## config.mk

```make
export PLATFORM = sky130hd
export DESIGN_NAME = serdes_channel_reset_sequencer
export DESIGN_NICKNAME = d
export VERILOG_FILES = /design/src/inc/serdes_seq_pkg.sv /design/src/rtl/cdr_channel.sv /design/src/rtl/serdes_channel_reset_sequencer.sv
export SDC_FILE = /design/constraint.sdc
export NUM_CORES = 1
export LEC_CHECK = 0
export BUFFER_PORTS_ARGS = -buffer_cell sky130_fd_sc_hd__buf_4
export CAP_MARGIN = 0
export CORE_AREA = 8 8 129 131
export CTS_BUF_LIST = sky130_fd_sc_hd__clkbuf_4
export DETAILED_ROUTE_END_ITERATION = 16
export DIE_AREA = 0 0 137 139
export PLACE_DENSITY = 0.7
export REMOVE_ABC_BUFFERS = 1
export SLEW_MARGIN = 20
export SYNTH_ARGS = -nofsm -noshare
export SYNTH_HDL_FRONTEND = slang
export SYNTH_SLANG_ARGS = --single-unit
```

## constraint.sdc

```tcl
create_clock -name clk -period 1.94 [get_ports clk]
set_input_delay 0.485 -clock clk [delete_from_list [all_inputs] [get_ports clk]]
set_output_delay 0.485 -clock clk [all_outputs]
set_load 0.005 [all_outputs]
```

## src/inc/serdes_seq_pkg.sv

```systemverilog
// Constants shared by the transceiver channel model.
// Assumes one clock (parallel clock, 250 MHz) and synchronous active-high reset.
// What this block does
// - XAUI bonds channels; each reports own lock.
// - PLL acquires lock after reset, raises lock.
// - Busy pulses at power-up and on reconfiguration.
// - Each channel's data lock rises independently.
// - Data select switches every CDR to data lock.
// - Non-bonded channels have independent resets and flags.
// - XAUI bonds receive and transmit channels together.
// - Select encoding: 10 reference, x1 data, 00 auto.
// - Busy low first cycle, then high until done.
// - Lock flag high in data mode, low otherwise.
package serdes_seq_pkg;
   // Clock period in picoseconds
   localparam int CLK_PERIOD_PS = 4000;
   // Default PLL lock acquisition time in ns
   localparam int PLL_LOCK_NS = 200;
   localparam int PLL_LOCK_CYCLES = (PLL_LOCK_NS * 1000) / CLK_PERIOD_PS;
   // Default offset cancellation duration in ns
   localparam int OFFSET_CANCEL_NS = 400;
   localparam int OFFSET_CANCEL_CYCLES = (OFFSET_CANCEL_NS * 1000) / CLK_PERIOD_PS;
   // Default CDR data-lock acquisition time in ns
   localparam int CDR_LOCK_NS = 100;
   localparam int CDR_LOCK_CYCLES = (CDR_LOCK_NS * 1000) / CLK_PERIOD_PS;
   // Busy pulse for a reconfiguration access lasts one cycle more than this count
   localparam int RECONF_BUSY_CYCLES = 8;
   // Counter width
   localparam int CNT_W = 16;
   // Lock-select encodings
   localparam logic [1:0] SEL_AUTO = 2'h0;
   localparam logic [1:0] SEL_REF  = 2'h2;
   // CDR states
   typedef enum logic [1:0]
   {
      CDR_RESET = 2'b00,
      CDR_REF   = 2'b01,
      CDR_DATA  = 2'b10
   } cdr_state_type;
endpackage

```

## src/rtl/cdr_channel.sv

```systemverilog
// One receive channel CDR model with data-lock flag.
// Assumes select and reset inputs already synchronised by the parent.
`timescale 1ns/10ps
module cdr_channel
#(
   parameter int LOCK_CYCLES = serdes_seq_pkg::CDR_LOCK_CYCLES
)
(
   input  wire logic clk,
   input  wire logic rst,
   input  wire logic clkEn,
   input  wire logic cdrReset,      // Analog reset of this CDR
   input  wire logic lockToRef,     // Manual reference select
   input  wire logic lockToData,    // Manual data select
   input  wire logic dataPresent,   // Serial data seen at receiver
   output logic      freqLocked     // High in lock-to-data mode
);
   //------------------------------------------------------------
   // CDR lock mode state
   //------------------------------------------------------------
   serdes_seq_pkg::cdr_state_type state_reg; // Current CDR mode
   logic [serdes_seq_pkg::CNT_W-1:0] cnt_reg; // Acquisition timer

   // Mode state; auto mode moves to data once reference is held long enough
   always_ff @(posedge clk)
   begin
      if (rst)
      begin
         state_reg <= serdes_seq_pkg::CDR_RESET;
         cnt_reg   <= '0;
      end
      else if (clkEn)
      begin
         case (state_reg)
            serdes_seq_pkg::CDR_RESET:
            begin
               cnt_reg <= '0;
               if (!cdrReset)
                  state_reg <= serdes_seq_pkg::CDR_REF;
            end
            serdes_seq_pkg::CDR_REF:
            begin
               if (cdrReset)
                  state_reg <= serdes_seq_pkg::CDR_RESET;
               // x1 data, 10 reference, 00 auto
               else if (lockToData)
                  state_reg <= serdes_seq_pkg::CDR_DATA;
               else if (!lockToRef && dataPresent)
               begin
                  if (cnt_reg >= LOCK_CYCLES[serdes_seq_pkg::CNT_W-1:0])
                     state_reg <= serdes_seq_pkg::CDR_DATA;
                  else
                     cnt_reg <= cnt_reg + 1'b1;
               end
            end
            serdes_seq_pkg::CDR_DATA:
            begin
               // Losing data in auto mode falls back to reference
               if (cdrReset)
                  state_reg <= serdes_seq_pkg::CDR_RESET;
               else if (!lockToData && (lockToRef || !dataPresent))
               begin
                  state_reg <= serdes_seq_pkg::CDR_REF;
                  cnt_reg   <= '0;
               end
            end
            default:
               state_reg <= serdes_seq_pkg::CDR_RESET;
         endcase
      end
   end

   always_ff @(posedge clk)
   begin
      if (rst)
         freqLocked <= 1'b0;
      else if (clkEn)
         freqLocked <= (state_reg == serdes_seq_pkg::CDR_DATA) && !cdrReset;
   end
endmodule

```

## src/rtl/serdes_channel_reset_sequencer.sv

```systemverilog
// Device side of a transceiver group: PLL, busy source, per-channel CDRs.
// Assumes control inputs come from an outside controller and are asynchronous.
`timescale 1ns/10ps
module serdes_channel_reset_sequencer
#(
   parameter int CHANNELS      = 4,
   parameter int PLL_CYCLES    = serdes_seq_pkg::PLL_LOCK_CYCLES,
   parameter int OFFSET_CYCLES = serdes_seq_pkg::OFFSET_CANCEL_CYCLES,
   parameter int CDR_CYCLES    = serdes_seq_pkg::CDR_LOCK_CYCLES
)
(
   input  wire logic                clk,
   input  wire logic                rst,
   input  wire logic                clkEn,
   input  wire logic                bondedMode,     // XAUI style bonding
   input  wire logic                pllReset,       // Transmit PLL reset
   input  wire logic [CHANNELS-1:0] txPcsReset,     // Transmit digital reset
   input  wire logic [CHANNELS-1:0] rxPcsReset,     // Receive digital reset
   input  wire logic [CHANNELS-1:0] rxCdrReset,     // Receive analog reset
   input  wire logic [CHANNELS-1:0] lockToRef,      // Reference select
   input  wire logic [CHANNELS-1:0] lockToData,     // Data select
   input  wire logic [CHANNELS-1:0] dataPresent,    // Serial data present
   input  wire logic                reconfAccess,   // Reconfiguration access pulse
   output logic                     pllLocked,      // PLL lock flag
   output logic                     busy,           // Reconfiguration busy
   output logic [CHANNELS-1:0]      freqLocked,     // Per-channel data lock
   output logic [CHANNELS-1:0]      txReady,        // Transmit PCS running
   output logic [CHANNELS-1:0]      rxReady         // Receive PCS running
);
   //------------------------------------------------------------
   // Input synchronisers
   //------------------------------------------------------------
   localparam int SW = 5 * CHANNELS + 2;
   logic [SW-1:0] syncA_reg;   // First stage, read only by second
   logic [SW-1:0] syncB_reg;   // Second stage, used by logic

   // Two flops on every asynchronous control input
   always_ff @(posedge clk)
   begin
      if (rst)
      begin
         syncA_reg <= '1;
         syncB_reg <= '1;
      end
      else if (clkEn)
      begin
         syncA_reg <= {pllReset, reconfAccess, txPcsReset, rxPcsReset,
                       rxCdrReset, lockToRef, lockToData};
         syncB_reg <= syncA_reg;
      end
   end

   logic                pllRstS;
   logic                accessS;
   logic [CHANNELS-1:0] txRstS;
   logic [CHANNELS-1:0] rxRstS;
   logic [CHANNELS-1:0] cdrRstS;
   logic [CHANNELS-1:0] refSelS;
   logic [CHANNELS-1:0] datSelS;
   assign {pllRstS, accessS, txRstS, rxRstS, cdrRstS, refSelS, datSelS} = syncB_reg;

   logic [CHANNELS-1:0] dataS1_reg; // Data-present first stage
   logic [CHANNELS-1:0] dataS2_reg; // Data-present second stage
   always_ff @(posedge clk)
   begin
      if (rst)
      begin
         dataS1_reg <= '0;
         dataS2_reg <= '0;
      end
      else if (clkEn)
      begin
         dataS1_reg <= dataPresent;
         dataS2_reg <= dataS1_reg;
      end
   end

   logic bondS1_reg; // Bonding select first stage
   logic bondS2_reg; // Bonding select second stage, used by logic

   // Bonding comes from outside the clock domain; syncing it keeps
   // a mode change from reaching some channels a cycle before others
   always_ff @(posedge clk)
   begin
      if (rst)
      begin
         bondS1_reg <= 1'b0;
         bondS2_reg <= 1'b0;
      end
      else if (clkEn)
      begin
         bondS1_reg <= bondedMode;
         bondS2_reg <= bondS1_reg;
      end
   end

   //------------------------------------------------------------
   // Transmit PLL
   //------------------------------------------------------------
   logic [serdes_seq_pkg::CNT_W-1:0] pllCnt_reg; // Lock acquisition timer

   // count from reset release, then raise lock
   always_ff @(posedge clk)
   begin
      if (rst)
      begin
         pllCnt_reg <= '0;
         pllLocked  <= 1'b0;
      end
      else if (clkEn)
      begin
         if (pllRstS)
         begin
            pllCnt_reg <= '0;
            pllLocked  <= 1'b0;
         end
         else if (pllCnt_reg >= PLL_CYCLES[serdes_seq_pkg::CNT_W-1:0])
            pllLocked <= 1'b1;
         else
            pllCnt_reg <= pllCnt_reg + 1'b1;
      end
   end

   //------------------------------------------------------------
   // Busy: offset cancellation and reconfiguration accesses
   //------------------------------------------------------------
   logic                             firstDone_reg; // First cycle passed
   logic                             offsetDone_reg;// Cancellation over
   logic [serdes_seq_pkg::CNT_W-1:0] busyCnt_reg;   // Busy duration

   // low one cycle, then high until cancellation ends
   // later pulses only on reconfiguration access
   always_ff @(posedge clk)
   begin
      if (rst)
      begin
         firstDone_reg  <= 1'b0;
         offsetDone_reg <= 1'b0;
         busyCnt_reg    <= '0;
         busy           <= 1'b0;
      end
      else if (clkEn)
      begin
         firstDone_reg <= 1'b1;
         if (!firstDone_reg)
            busy <= 1'b0;
         else if (!offsetDone_reg)
         begin
            busy <= 1'b1;
            if (busyCnt_reg >= OFFSET_CYCLES[serdes_seq_pkg::CNT_W-1:0])
            begin
               offsetDone_reg <= 1'b1;
               busy           <= 1'b0;
               busyCnt_reg    <= '0;
            end
            else
               busyCnt_reg <= busyCnt_reg + 1'b1;
         end
         else if (busy)
         begin
            if (busyCnt_reg >= serdes_seq_pkg::RECONF_BUSY_CYCLES[serdes_seq_pkg::CNT_W-1:0])
            begin
               busy        <= 1'b0;
               busyCnt_reg <= '0;
            end
            else
               busyCnt_reg <= busyCnt_reg + 1'b1;
         end
         else if (accessS)
            busy <= 1'b1;
      end
   end

   //------------------------------------------------------------
   // Bonding of selects and resets
   //------------------------------------------------------------
   logic [CHANNELS-1:0] chCdrRst;  // Effective CDR reset per channel
   logic [CHANNELS-1:0] chRef;     // Effective reference select
   logic [CHANNELS-1:0] chDat;     // Effective data select
   logic [CHANNELS-1:0] chTxRst;   // Effective transmit reset
   logic [CHANNELS-1:0] chRxRst;   // Effective receive reset

   // bonded group follows channel zero's controls
   // otherwise each channel uses its own
   always_comb
   begin
      if (bondS2_reg)
      begin
         chCdrRst = {CHANNELS{cdrRstS[0]}};
         chRef    = {CHANNELS{refSelS[0]}};
         chDat    = {CHANNELS{datSelS[0]}};
         chTxRst  = {CHANNELS{txRstS[0]}};
         chRxRst  = {CHANNELS{rxRstS[0]}};
      end
      else
      begin
         chCdrRst = cdrRstS;
         chRef    = refSelS;
         chDat    = datSelS;
         chTxRst  = txRstS;
         chRxRst  = rxRstS;
      end
   end

   //------------------------------------------------------------
   // Receive CDRs and PCS status
   //------------------------------------------------------------
   // one independent lock flag per receive channel
   genvar g;
   generate
      for (g = 0; g < CHANNELS; g = g + 1)
      begin : chan
         cdr_channel #(.LOCK_CYCLES(CDR_CYCLES)) cdr
         (
            .clk        (clk),
            .rst        (rst),
            .clkEn      (clkEn),
            .cdrReset   (chCdrRst[g]),
            .lockToRef  (chRef[g]),
            .lockToData (chDat[g]),
            .dataPresent(dataS2_reg[g]),
            .freqLocked (freqLocked[g])
         );
      end
   endgenerate

   // Transmit PCS runs only when its reset is low and the PLL is locked; receive PCS when its reset and CDR reset are low
   always_ff @(posedge clk)
   begin
      if (rst)
      begin
         txReady <= '0;
         rxReady <= '0;
      end
      else if (clkEn)
      begin
         txReady <= ~chTxRst & {CHANNELS{pllLocked}};
         rxReady <= ~chRxRst & ~chCdrRst;
      end
   end
endmodule

```

== Word-level counts from Yosys, hierarchy flattened ==
Cells that the tools add are included.
W data, S select, Z words.
Cells by class
  $add $sub $neg: 6
  $lt $le $gt $ge: 7
  eq/ne operators: 50
  muxes and demuxes: 81
  bitwise operators: 5
  reductions and logical operators: 53
Operators by type and width (count)
  $mux W16: 30
  $pmux W16 S3: 4
  $add A16 B1 Y16 const B: 6
  $ge A16 B5 Y1 const B: 4
  $mux W2: 28
  $ne A2 B2 Y1 const B: 22
  $ne A4 B3 Y1 const B: 8
  $reduce_and A8 Y1: 4
  $pmux W2 S3: 4
  $mux W4: 5
  $reduce_and A5 Y1: 4
  $ge A16 B4 Y1 const B: 1
  $ge A16 B6 Y1 const B: 1
  $ge A16 B7 Y1 const B: 1
  $logic_not A1 Y1: 16
  $ne A2 B1 Y1 const B: 8
  $logic_and A1 B1 Y1: 12
  $ne A3 B2 Y1 const B: 4
  $not A4 Y4: 3
  $reduce_bool A3 Y1: 4
  $mux W1: 10
  $and A4 B4 Y4: 2
  $eq A2 B1 Y1 const B: 4
  $eq A2 B2 Y1 const B: 4
  5 further kinds: 13
Word-level totals
  flip-flop bits (word level): 174
  input bits: 30
  output and inout port bits: 14
  word-level logic and storage cells: 228

== Longest topological paths before layout ==
Gate-level depths: netlist of run 1.
  word-level depth: 7
  depth in mapped cells: 8
  mapped depth without buffers: 7

== Modules after synthesis ==
A second synthesis of run 1 with hierarchy kept.
Second synthesis, totals
  cells, all modules: 797
  area, all modules: 7414.6 um^2
By module, submodules not included
  serdes_channel_reset_sequencer: instances 1, cells each 445, area each 4121.5 um^2, seq. area each 1961.9 um^2
  cdr_channel: instances 4, cells each 88, area each 823.3 um^2, seq. area each 380.4 um^2

== Worst setup path before layout of run 1 ==
Ideal clock, no wire load.
  path kind: reg2reg
  from: reg bondS2_reg
  to: reg chan[1].cdr.cnt_reg[2] (netlist name)
  setup time: 72 ps
  data arrival time: 1772 ps
  required time: 1868 ps
  path slack: 96 ps
  stages on the path, launching flop included: 7
  path buffers: 1
  clock period less this slack: 1844 ps
  cell sequence: dfxtp_1 -> buf_6 -> mux2i_1 -> o2111ai_1 -> or4_4 -> a21boi_2 -> mux2i_1
On the way
  longest elaborated chain between the ends: 5
  elaborated cells on any way between the ends: 14
  classes of those cells: 5 x eq/ne; 3 x mux; 6 x reduce/logical
RTL lines
  start: declaration: RTL line serdes_channel_reset_sequencer.sv:79  | logic bondS2_reg;
  start signal: assignment: RTL line serdes_channel_reset_sequencer.sv:93  | bondS2_reg <= bondS1_reg;
  $mux W4: RTL line serdes_channel_reset_sequencer.sv:187  | if (bondS2_reg)
  $logic_not A1 Y1 (tied with other cells): RTL line cdr_channel.sv:61  | else if (!lockToData && (lockToRef || !dataPresent))
  $logic_and A1 B1 Y1 (on tied branches): RTL line cdr_channel.sv:61, cdr_channel.sv:48
  $ne A2 B1 Y1 (no source line)
  $reduce_and A8 Y1 (no source line) *
  end signal: assignment: RTL line cdr_channel.sv:53  | cnt_reg <= cnt_reg + 1'b1;
  end: declaration: RTL line cdr_channel.sv:22  | logic [serdes_seq_pkg::CNT_W-1:0] cnt_reg;
Mark *: on every way between the ends. The rest lies on a longest branch, timed or not.
A chain may end at the register's enable or synchronous reset.

== Worst setup path in the final report of run 1 ==
  from: reg chan[1].cdr.cnt_reg[1] (netlist name)
  to: reg chan[1].cdr.cnt_reg[2] (netlist name)
On the way
  longest elaborated chain between the ends: 6
  elaborated cells on any way between the ends: 9
  classes of those cells: 1 x add/sub; 1 x order compare; 1 x eq/ne; 5 x mux; 1 x reduce/logical
RTL lines
  $add A16 B1 Y16: RTL line cdr_channel.sv:53
  $mux W16: RTL line cdr_channel.sv:50  | if (cnt_reg >= LOCK_CYCLES[serdes_seq_pkg::CNT_W-1:0])
  $mux W16: RTL line cdr_channel.sv:48  | else if (!lockToRef && dataPresent)
  $mux W16: RTL line cdr_channel.sv:46  | else if (lockToData)
  $mux W16: RTL line cdr_channel.sv:43  | if (cdrReset)
  $pmux W16 S3: RTL line cdr_channel.sv:34  | case (state_reg)
Several ways; a longest one is shown, not always the timed one. The select of a mux whose other input is x is not followed.

==> results of run 1 <==
[layout make-up]
| type | instances | area (µm²) | share of cell area, % |
|---|---|---|---|
| Timing Repair Buffer | 100 | 817 | 9.44 |
| Antenna cell | 1 | 2.50 | 0.0289 |
| Clock buffer | 19 | 143 | 1.65 |
| Inverter | 27 | 101 | 1.17 |
| Multi-Input combinational cell | 549 | 3670 | 42.3 |
| Tap cell | 188 | 235 | 2.72 |
| Clock inverter | 12 | 193 | 2.23 |
| Sequential cell | 174 | 3500 | 40.4 |
[logic make-up after synthesis]
kind of cell    after synthesis  share of synthesized area, %
buf+inv                      72                          4.16
fa+ha+maj                    16                          2.75
simple gates                325                          22.6
xor+xnor                     10                          1.20
compound gates              135                          12.8
mux                          63                          8.67
flops                       174                          47.8
[metrics by stage]
step / worst slack [ns] / hold slack [ns] / cells
detailed placement: -0.162 / 0.444 / 1033
finish: -0.0206 / 0.126 / 1070
global placement: -0.0419 / 0.434 / 1033
CTS: -0.0128 / 0.0826 / 1064
floorplan: -0.431 / 0.420 / 750
global route: -0.0759 / 0.0808 / 1070
[cell usage after synthesis, types with 4 or more instances]
| cell type | number |
|---|---|
| mux2i_1 | 62 |
| o2111ai_1 | 7 |
| o21ai_0 | 19 |
| or3_1 | 9 |
| nand2_1 | 92 |
| xor2_1 | 6 |
| dfxtp_1 | 174 |
| nor3_1 | 15 |
| buf_1 | 9 |
| nand3_1 | 19 |
| nand2b_1 | 8 |
| o21a_1 | 12 |
| a31oi_1 | 10 |
| nand4_1 | 14 |
| clkbuf_1 | 25 |
| inv_1 | 27 |
| o211ai_1 | 12 |
| nor4_1 | 25 |
| o31ai_1 | 6 |
| nor2_1 | 65 |
| xnor2_1 | 4 |
| buf_2 | 5 |
| and3_1 | 5 |
| buf_4 | 5 |
| nor2b_1 | 9 |
| and2_1 | 45 |
| a21oi_1 | 30 |
| ha_1 | 16 |
[worst paths after layout]
kind | start | endpoint | slack [ns] | cells after the start
worst max-delay path | chan[1].cdr.cnt_reg[1]$_SDFFE_PP0P_ | chan[1].cdr.cnt_reg[2]$_SDFFE_PP0P_ | -0.02 | 7
worst min-delay path | rxCdrReset[0] | syncA_reg[8]$_SDFFE_PP1P_ | 0.13 | 3
worst max register to register | chan[1].cdr.cnt_reg[1]$_SDFFE_PP0P_ | chan[1].cdr.cnt_reg[2]$_SDFFE_PP0P_ | -0.02 | 7
worst min register to register | chan[3].cdr.cnt_reg[8]$_SDFFE_PP0P_ | chan[3].cdr.cnt_reg[8]$_SDFFE_PP0P_ | 0.47 | 1
[power by group through the flow]
stage / registers, µW / logic, µW / clock network, µW
finish: 3700 / 460 / 2350
global placement: 3770 / 429 / 0
CTS: 3700 / 448 / 2430
global route: 3710 / 506 / 2560
floorplan: 3760 / 216 / 0
detailed placement: 3780 / 443 / 0
[cell usage in the layout, fill, tap and decap left out, drive strengths merged, types with 10 or more instances in the layout]
master and count:
mux2i 62, a21oi 32, o21a 12, and2 45, nor4 25, buf 100
nand3 19, a31oi 10, inv 27, nor2 65, o211ai 12, dfxtp 174
o21ai 22, ha 16, nand4 14, clkbuf 19, nor3 15, nand2 92
[worst register-to-register path: stages (launching register included)]
cell,delay (ns)
dfxtp_2,0.36
inv_2,0.06
ha_4,0.15
nor3b_2,0.17
o211ai_1,0.16
or4_4,0.59
a21boi_2,0.18
mux2i_1,0.23
[routing by layer]
| metal | track usage (%) | share of wire [%] | vias to the layer above |
|---|---|---|---|
| met1 | 20.8 | 46 | 2776 |
| met3 | 4.57 | 3.8 | 24 |
| li1 | - | - | 2941 |
| met4 | 5.49 | 1.6 | 0 |
| met5 | 0 | 0 | - |
| met2 | 26.6 | 48 | 108 |
[what timing repair did]
item                       CTS  global route
buffers inserted             0             5
hold endpoints to repair     0             0
setup endpoints to repair   35            41
pin swaps                    2            17
resized for setup           12            36
==> impl_metrics.ini, run 1 <==
[timing]
setup_viol_count_final = 2
min_period_ns = 1.96
rsz0062_at_grt = yes
max-slew-margin-rel_pct = 52.6
setup_ws_ns = -0.0206
finalSetupTns_ns = -0.0251
finClkSkew_ns = 0.0107
fmax_mhz = 510
drv_slew = 0
period_share_pct = 101
hold_violations = 0
tightest_slew_ns = 0.711

[pwr]
power_uw = 6510
power.density_nw_per_um2 = 752
p_sw_uw = 1490
peakVddDrop_uv = 529
power.share.clock_pct = 36.1
p_comb_share_pct = 7.1
p_seq_share_pct = 56.8
swShare_pct = 22.8
static-leakage-power_uw = 0.00351
p_int_uw = 5020

[yosys]
yosysTopAreaCellShare_pct = 47.8
yosysTopAreaCell = dfxtp_1
async_flop_share_pct = 0
syn_area_um2 = 7280
synth_ff_type = dfxtp_1
syn_avg_cell_area_um2 = 9.16
netlist_instances = 795
yosys-top-cells-area = dfxtp_1 (48%), mux2i_1 (8.5%), nand2_1 (4.7%), and2_1 (3.9%), nor2_1 (3.3%)
synth_cell_type_count = 64
yosysSeqAreaShare_pct = 47.8
synth-seq-cells = 174
synth-edff-count = 0
synth_warnings = 0

[clock_network]
cts_buffers = 17
cts_tree = done
clkTransAtPathRegs_ns = 0.13
cts.sinks = 174
clk_path_buf_depth = 2
ctsHtreeMaxLevel = 4
clkLatencyLatePin_ns = 0.56
ctsHoldBuffers = 0
root_buffer = clkbuf_4

[run_status]
status = finished, violations left
violations = setup timing

[finish]
post-route-util_pct = 58.7
fillers = 1293
area_growth_pct = 18.9
layout-drive-gt1-share_pct = 19.8
final_area_um2 = 8660
largest_register_ff_count = 64
fin_nets = 915

[detailed_routing]
first_pass_iters = 5
drt_drc_violations_left = 0
via_count = 5849
viasPerCell = 5.47
drt_iter0_drc = 272
wl_per_cell_um = 14.4
drtAntennaViolNets = 0
totalWireLength_um = 15500

[critical_path]
path_class = flip-flop to flip-flop
critPathSlowestCell = or4_4
crit_family = simple AND/OR/NAND/NOR gates
critPathBufInv = 1
crit_required_ns = 2.43
critical_path.max_stage_delay_ns = 0.59
start_kind = flip-flop
cp.arrival_ns = 2.45
path_cells = inv_2 -> ha_4 -> nor3b_2 -> o211ai_1 -> or4_4 -> a21boi_2 -> mux2i_1
end_kind = flip-flop
crit_fanout = 5

[grt]
grtUsageTotal_pct = 16.6
overflow = 0
antenna_found_initial = 1
grt_max_degree = 40
grt_pass1_wl_um = 26300
grt_pass1_vias = 5794

[placed_design]
gp_congestion = 0.894
io_buffers = 43
post-dp-hpwl_um = 11000
placed_area_um2 = 8080

[job]
cap_violations = 0

[floorplan]
pin_count = 44
die-height_um = 139
die_w_um = 137
core_um2 = 14800
die_area_um2 = 19000
rows = 45
initial_utilization_pct = 49.4

[worst_hold_path]
hp-class = primary input to flip-flop
Power figures use the tool's default switching activity.
==> run 2, diff against run 1 <==
--- a/config.mk
+++ b/config.mk
@@ -7,13 +7,14 @@
 export LEC_CHECK = 0
 export BUFFER_PORTS_ARGS = -buffer_cell sky130_fd_sc_hd__buf_4
 export CAP_MARGIN = 0
-export CORE_AREA = 8 8 129 131
+export CORE_AREA = 8 8 130 132
 export CTS_BUF_LIST = sky130_fd_sc_hd__clkbuf_4
 export DETAILED_ROUTE_END_ITERATION = 16
-export DIE_AREA = 0 0 137 139
+export DIE_AREA = 0 0 138 140
 export PLACE_DENSITY = 0.7
 export REMOVE_ABC_BUFFERS = 1
 export SLEW_MARGIN = 20
 export SYNTH_ARGS = -nofsm -noshare
 export SYNTH_HDL_FRONTEND = slang
+export SYNTH_HIERARCHICAL = 1
 export SYNTH_SLANG_ARGS = --single-unit
==> run 2 against run 1 <==
Effect of this change:
- the run still ends with setup timing left
- non-clock buffer count increased by 30
- global-route usage decreased by 0.094 points
- design area is 3.8% higher
- utilization rose by 1.8 points
- fmax decreased by 5.6%
- critical path type unchanged
- critical endpoint is now chan[1].cdr/cnt_reg[3]$_SDFFE_PP0P_
- highest routed layer unchanged
==> impl_metrics.ini, run 2 <==
[timing]
fmax_mhz = 481
rsz0062_at_grt = yes
tightest_slew_ns = 0.454
finClkSkew_ns = 0.0274
finalSetupTns_ns = -0.714
period_share_pct = 107
hold_violations = 0
setup_viol_count_final = 7
drv_slew = 0
min_period_ns = 2.08
max-slew-margin-rel_pct = 69.7
setup_ws_ns = -0.138

[placed_design]
gp_congestion = 0.854
post-dp-hpwl_um = 11200
placed_area_um2 = 8320
io_buffers = 43

[yosys]
syn_area_um2 = 7410
synth_cell_type_count = 58
netlist_instances = 797
yosysSeqAreaShare_pct = 47.0
yosysTopAreaCellShare_pct = 47.0
synth-seq-cells = 174
syn_avg_cell_area_um2 = 9.30
synth-edff-count = 0
synthTopCellsByCount = dfxtp_1 (174), nand2_1 (98), and2_1 (50)
synth_ff_type = dfxtp_1
synth_most_common_cell = dfxtp_1
synth_warnings = 6
yosysTopAreaCell = dfxtp_1
async_flop_share_pct = 0
yosys-top-cells-area = dfxtp_1 (47%), mux2i_1 (5.7%), nand2_1 (5.0%), and2_1 (4.2%), ha_1 (2.7%)

[critical_path]
cp.arrival_ns = 2.60
r2r-start = chan[1].cdr/cnt_reg[5]$_SDFFE_PP0P_
crit_required_ns = 2.46
path_class = flip-flop to flip-flop
reg2reg_depth = 5
endpoint = chan[1].cdr/cnt_reg[3]$_SDFFE_PP0P_
end_kind = flip-flop
crit_start = chan[1].cdr/cnt_reg[5]$_SDFFE_PP0P_
crit_fanout = 2
timing.rr.end = chan[1].cdr/cnt_reg[3]$_SDFFE_PP0P_
start_kind = flip-flop
ff2ff_setup_slack_ns = -0.14

[floorplan]
die_area_um2 = 19300
die_w_um = 138
die-height_um = 140
pin_count = 44
core_um2 = 14900
initial_utilization_pct = 49.9
rows = 45

[grt]
grt_pass1_wl_um = 27100
antenna_found_initial = 0
overflow = 0
grt_pass1_vias = 5966
grt_max_degree = 37
grtUsageTotal_pct = 16.5

[clock_network]
clkTransAtPathRegs_ns = 0.16
cts_buffers = 17
clkLatencyLatePin_ns = 0.58
ctsHoldBuffers = 0
clk_path_buf_depth = 2
ctsHtreeMaxLevel = 4
cts_tree = done
root_buffer = clkbuf_4
cts.sinks = 174

[finish]
largest_register_ff_count = 64
layout_commonest_cell = dfxtp_1
final_area_um2 = 8990
fin_nets = 956
fillers = 1264
num_antenna_cells = 0
area_growth_pct = 21.2
layout-drive-gt1-share_pct = 25.7
post-route-util_pct = 60.5
final_cell_mix = dfxtp_1 (170), buf_4 (121), nand2_1 (96)

[detailed_routing]
drt_iter0_drc = 350
wl_per_cell_um = 14.6
via_count = 6084
first_pass_iters = 6
drtAntennaViolNets = 0
drt_drc_violations_left = 0
totalWireLength_um = 16200
viasPerCell = 5.48

[run_status]
status = finished, violations left
violations = setup timing

[job]
cap_violations = 0

[pwr]
static-leakage-power_uw = 0.00367
power.density_nw_per_um2 = 699
peakVddDrop_uv = 369

[worst_hold_path]
hp-class = primary input to flip-flop
run 2: cell count changes in the layout (fill, tap and decap cells not counted), moves of 7 or more:
cell	delta
o31ai_1	+7
nor2_1	-29
o21a_1	-7
mux2i_1	-19
nor3_2	+12
inv_1	+14
buf_4	+27
nand2b_1	+8
o21ai_0	+7
nor4_1	-11
run 2: worst min path at each step:
stage | cells after the start | to | start
finish | 3 | syncA_reg[6]$_SDFFE_PP1P_ | lockToRef[2]
global route | 3 | syncA_reg[8]$_SDFFE_PP1P_ | rxCdrReset[0]
detailed placement | 1 | pllCnt_reg[11]$_SDFFE_PP0P_ | pllCnt_reg[11]$_SDFFE_PP0P_
CTS | 3 | syncA_reg[2]$_SDFFE_PP1P_ | lockToData[2]
global placement | 1 | chan[2].cdr/cnt_reg[12]$_SDFFE_PP0P_ | chan[2].cdr/cnt_reg[12]$_SDFFE_PP0P_
floorplan | 1 | chan[0].cdr/cnt_reg[8]$_SDFFE_PP0P_ | chan[0].cdr/cnt_reg[8]$_SDFFE_PP0P_
run 2: per-layer routing:
layer / wire length [µm] / track usage (%) / vias up
met5: 0 / 0 / -
met4: 409 / 7.49 / 0
met3: 600 / 4.33 / 33
met2: 7660 / 27.0 / 126
met1: 7500 / 19.8 / 2876
li1: - / - / 3049
run 2: area by class of cell:
cell class	instances	area, µm²	area share [%]
inverters	38	143	1.59
well taps	188	235	2.62
flip-flops and latches	174	3490	38.8
repair buffers	130	1030	11.5
clock inverters	15	159	1.77
multi-input cells	549	3800	42.3
clock buffers	17	128	1.42
run 2: kinds of logic after synthesis:
family | Yosys count | share of synthesized area (%)
simple gates | 335 | 26.0
flops | 174 | 47.0
compound gates | 152 | 13.6
buf+inv | 74 | 4.51
mux | 43 | 5.82
fa+ha+maj | 16 | 2.70
xor+xnor | 3 | 0.354
run 2: report_power, final:
part	leakage, µW	switching [µW]	internal (µW)
Combinational	0.00210	275	235
Clock	0.000150	1300	780
Sequential	0.00142	49.5	3650
Total	0.00367	1620	4660
run 2: per-stage QoR:
stage | power, µW | std cells | hold WS (ns) | worst slack, ns
global placement | 4210 | 1060 | 0.443 | -0.215
CTS | 6320 | 1108 | 0.0566 | -0.167
detailed placement | 4230 | 1060 | 0.446 | -0.337
finish | 6280 | 1111 | 0.104 | -0.138
floorplan | 3970 | 761 | 0.430 | -0.392
global route | 6560 | 1111 | 0.0464 | -0.240
run 2: timing repair:
action / in CTS / in global routing
cloned: 0 / 1
pin swaps: 12 / 21
setup buffers: 16 / 3
setup endpoints to repair: 46 / 57
hold endpoints to repair: 0 / 0
gates resized for setup: 40 / 26
run 2: worst max-delay path: stages (launching register included):
cell,delay (ns)
dfxtp_2,0.34
or4_4,0.53
nor4_4,0.16
or3b_4,0.43
or4_4,0.43
a21boi_2,0.15
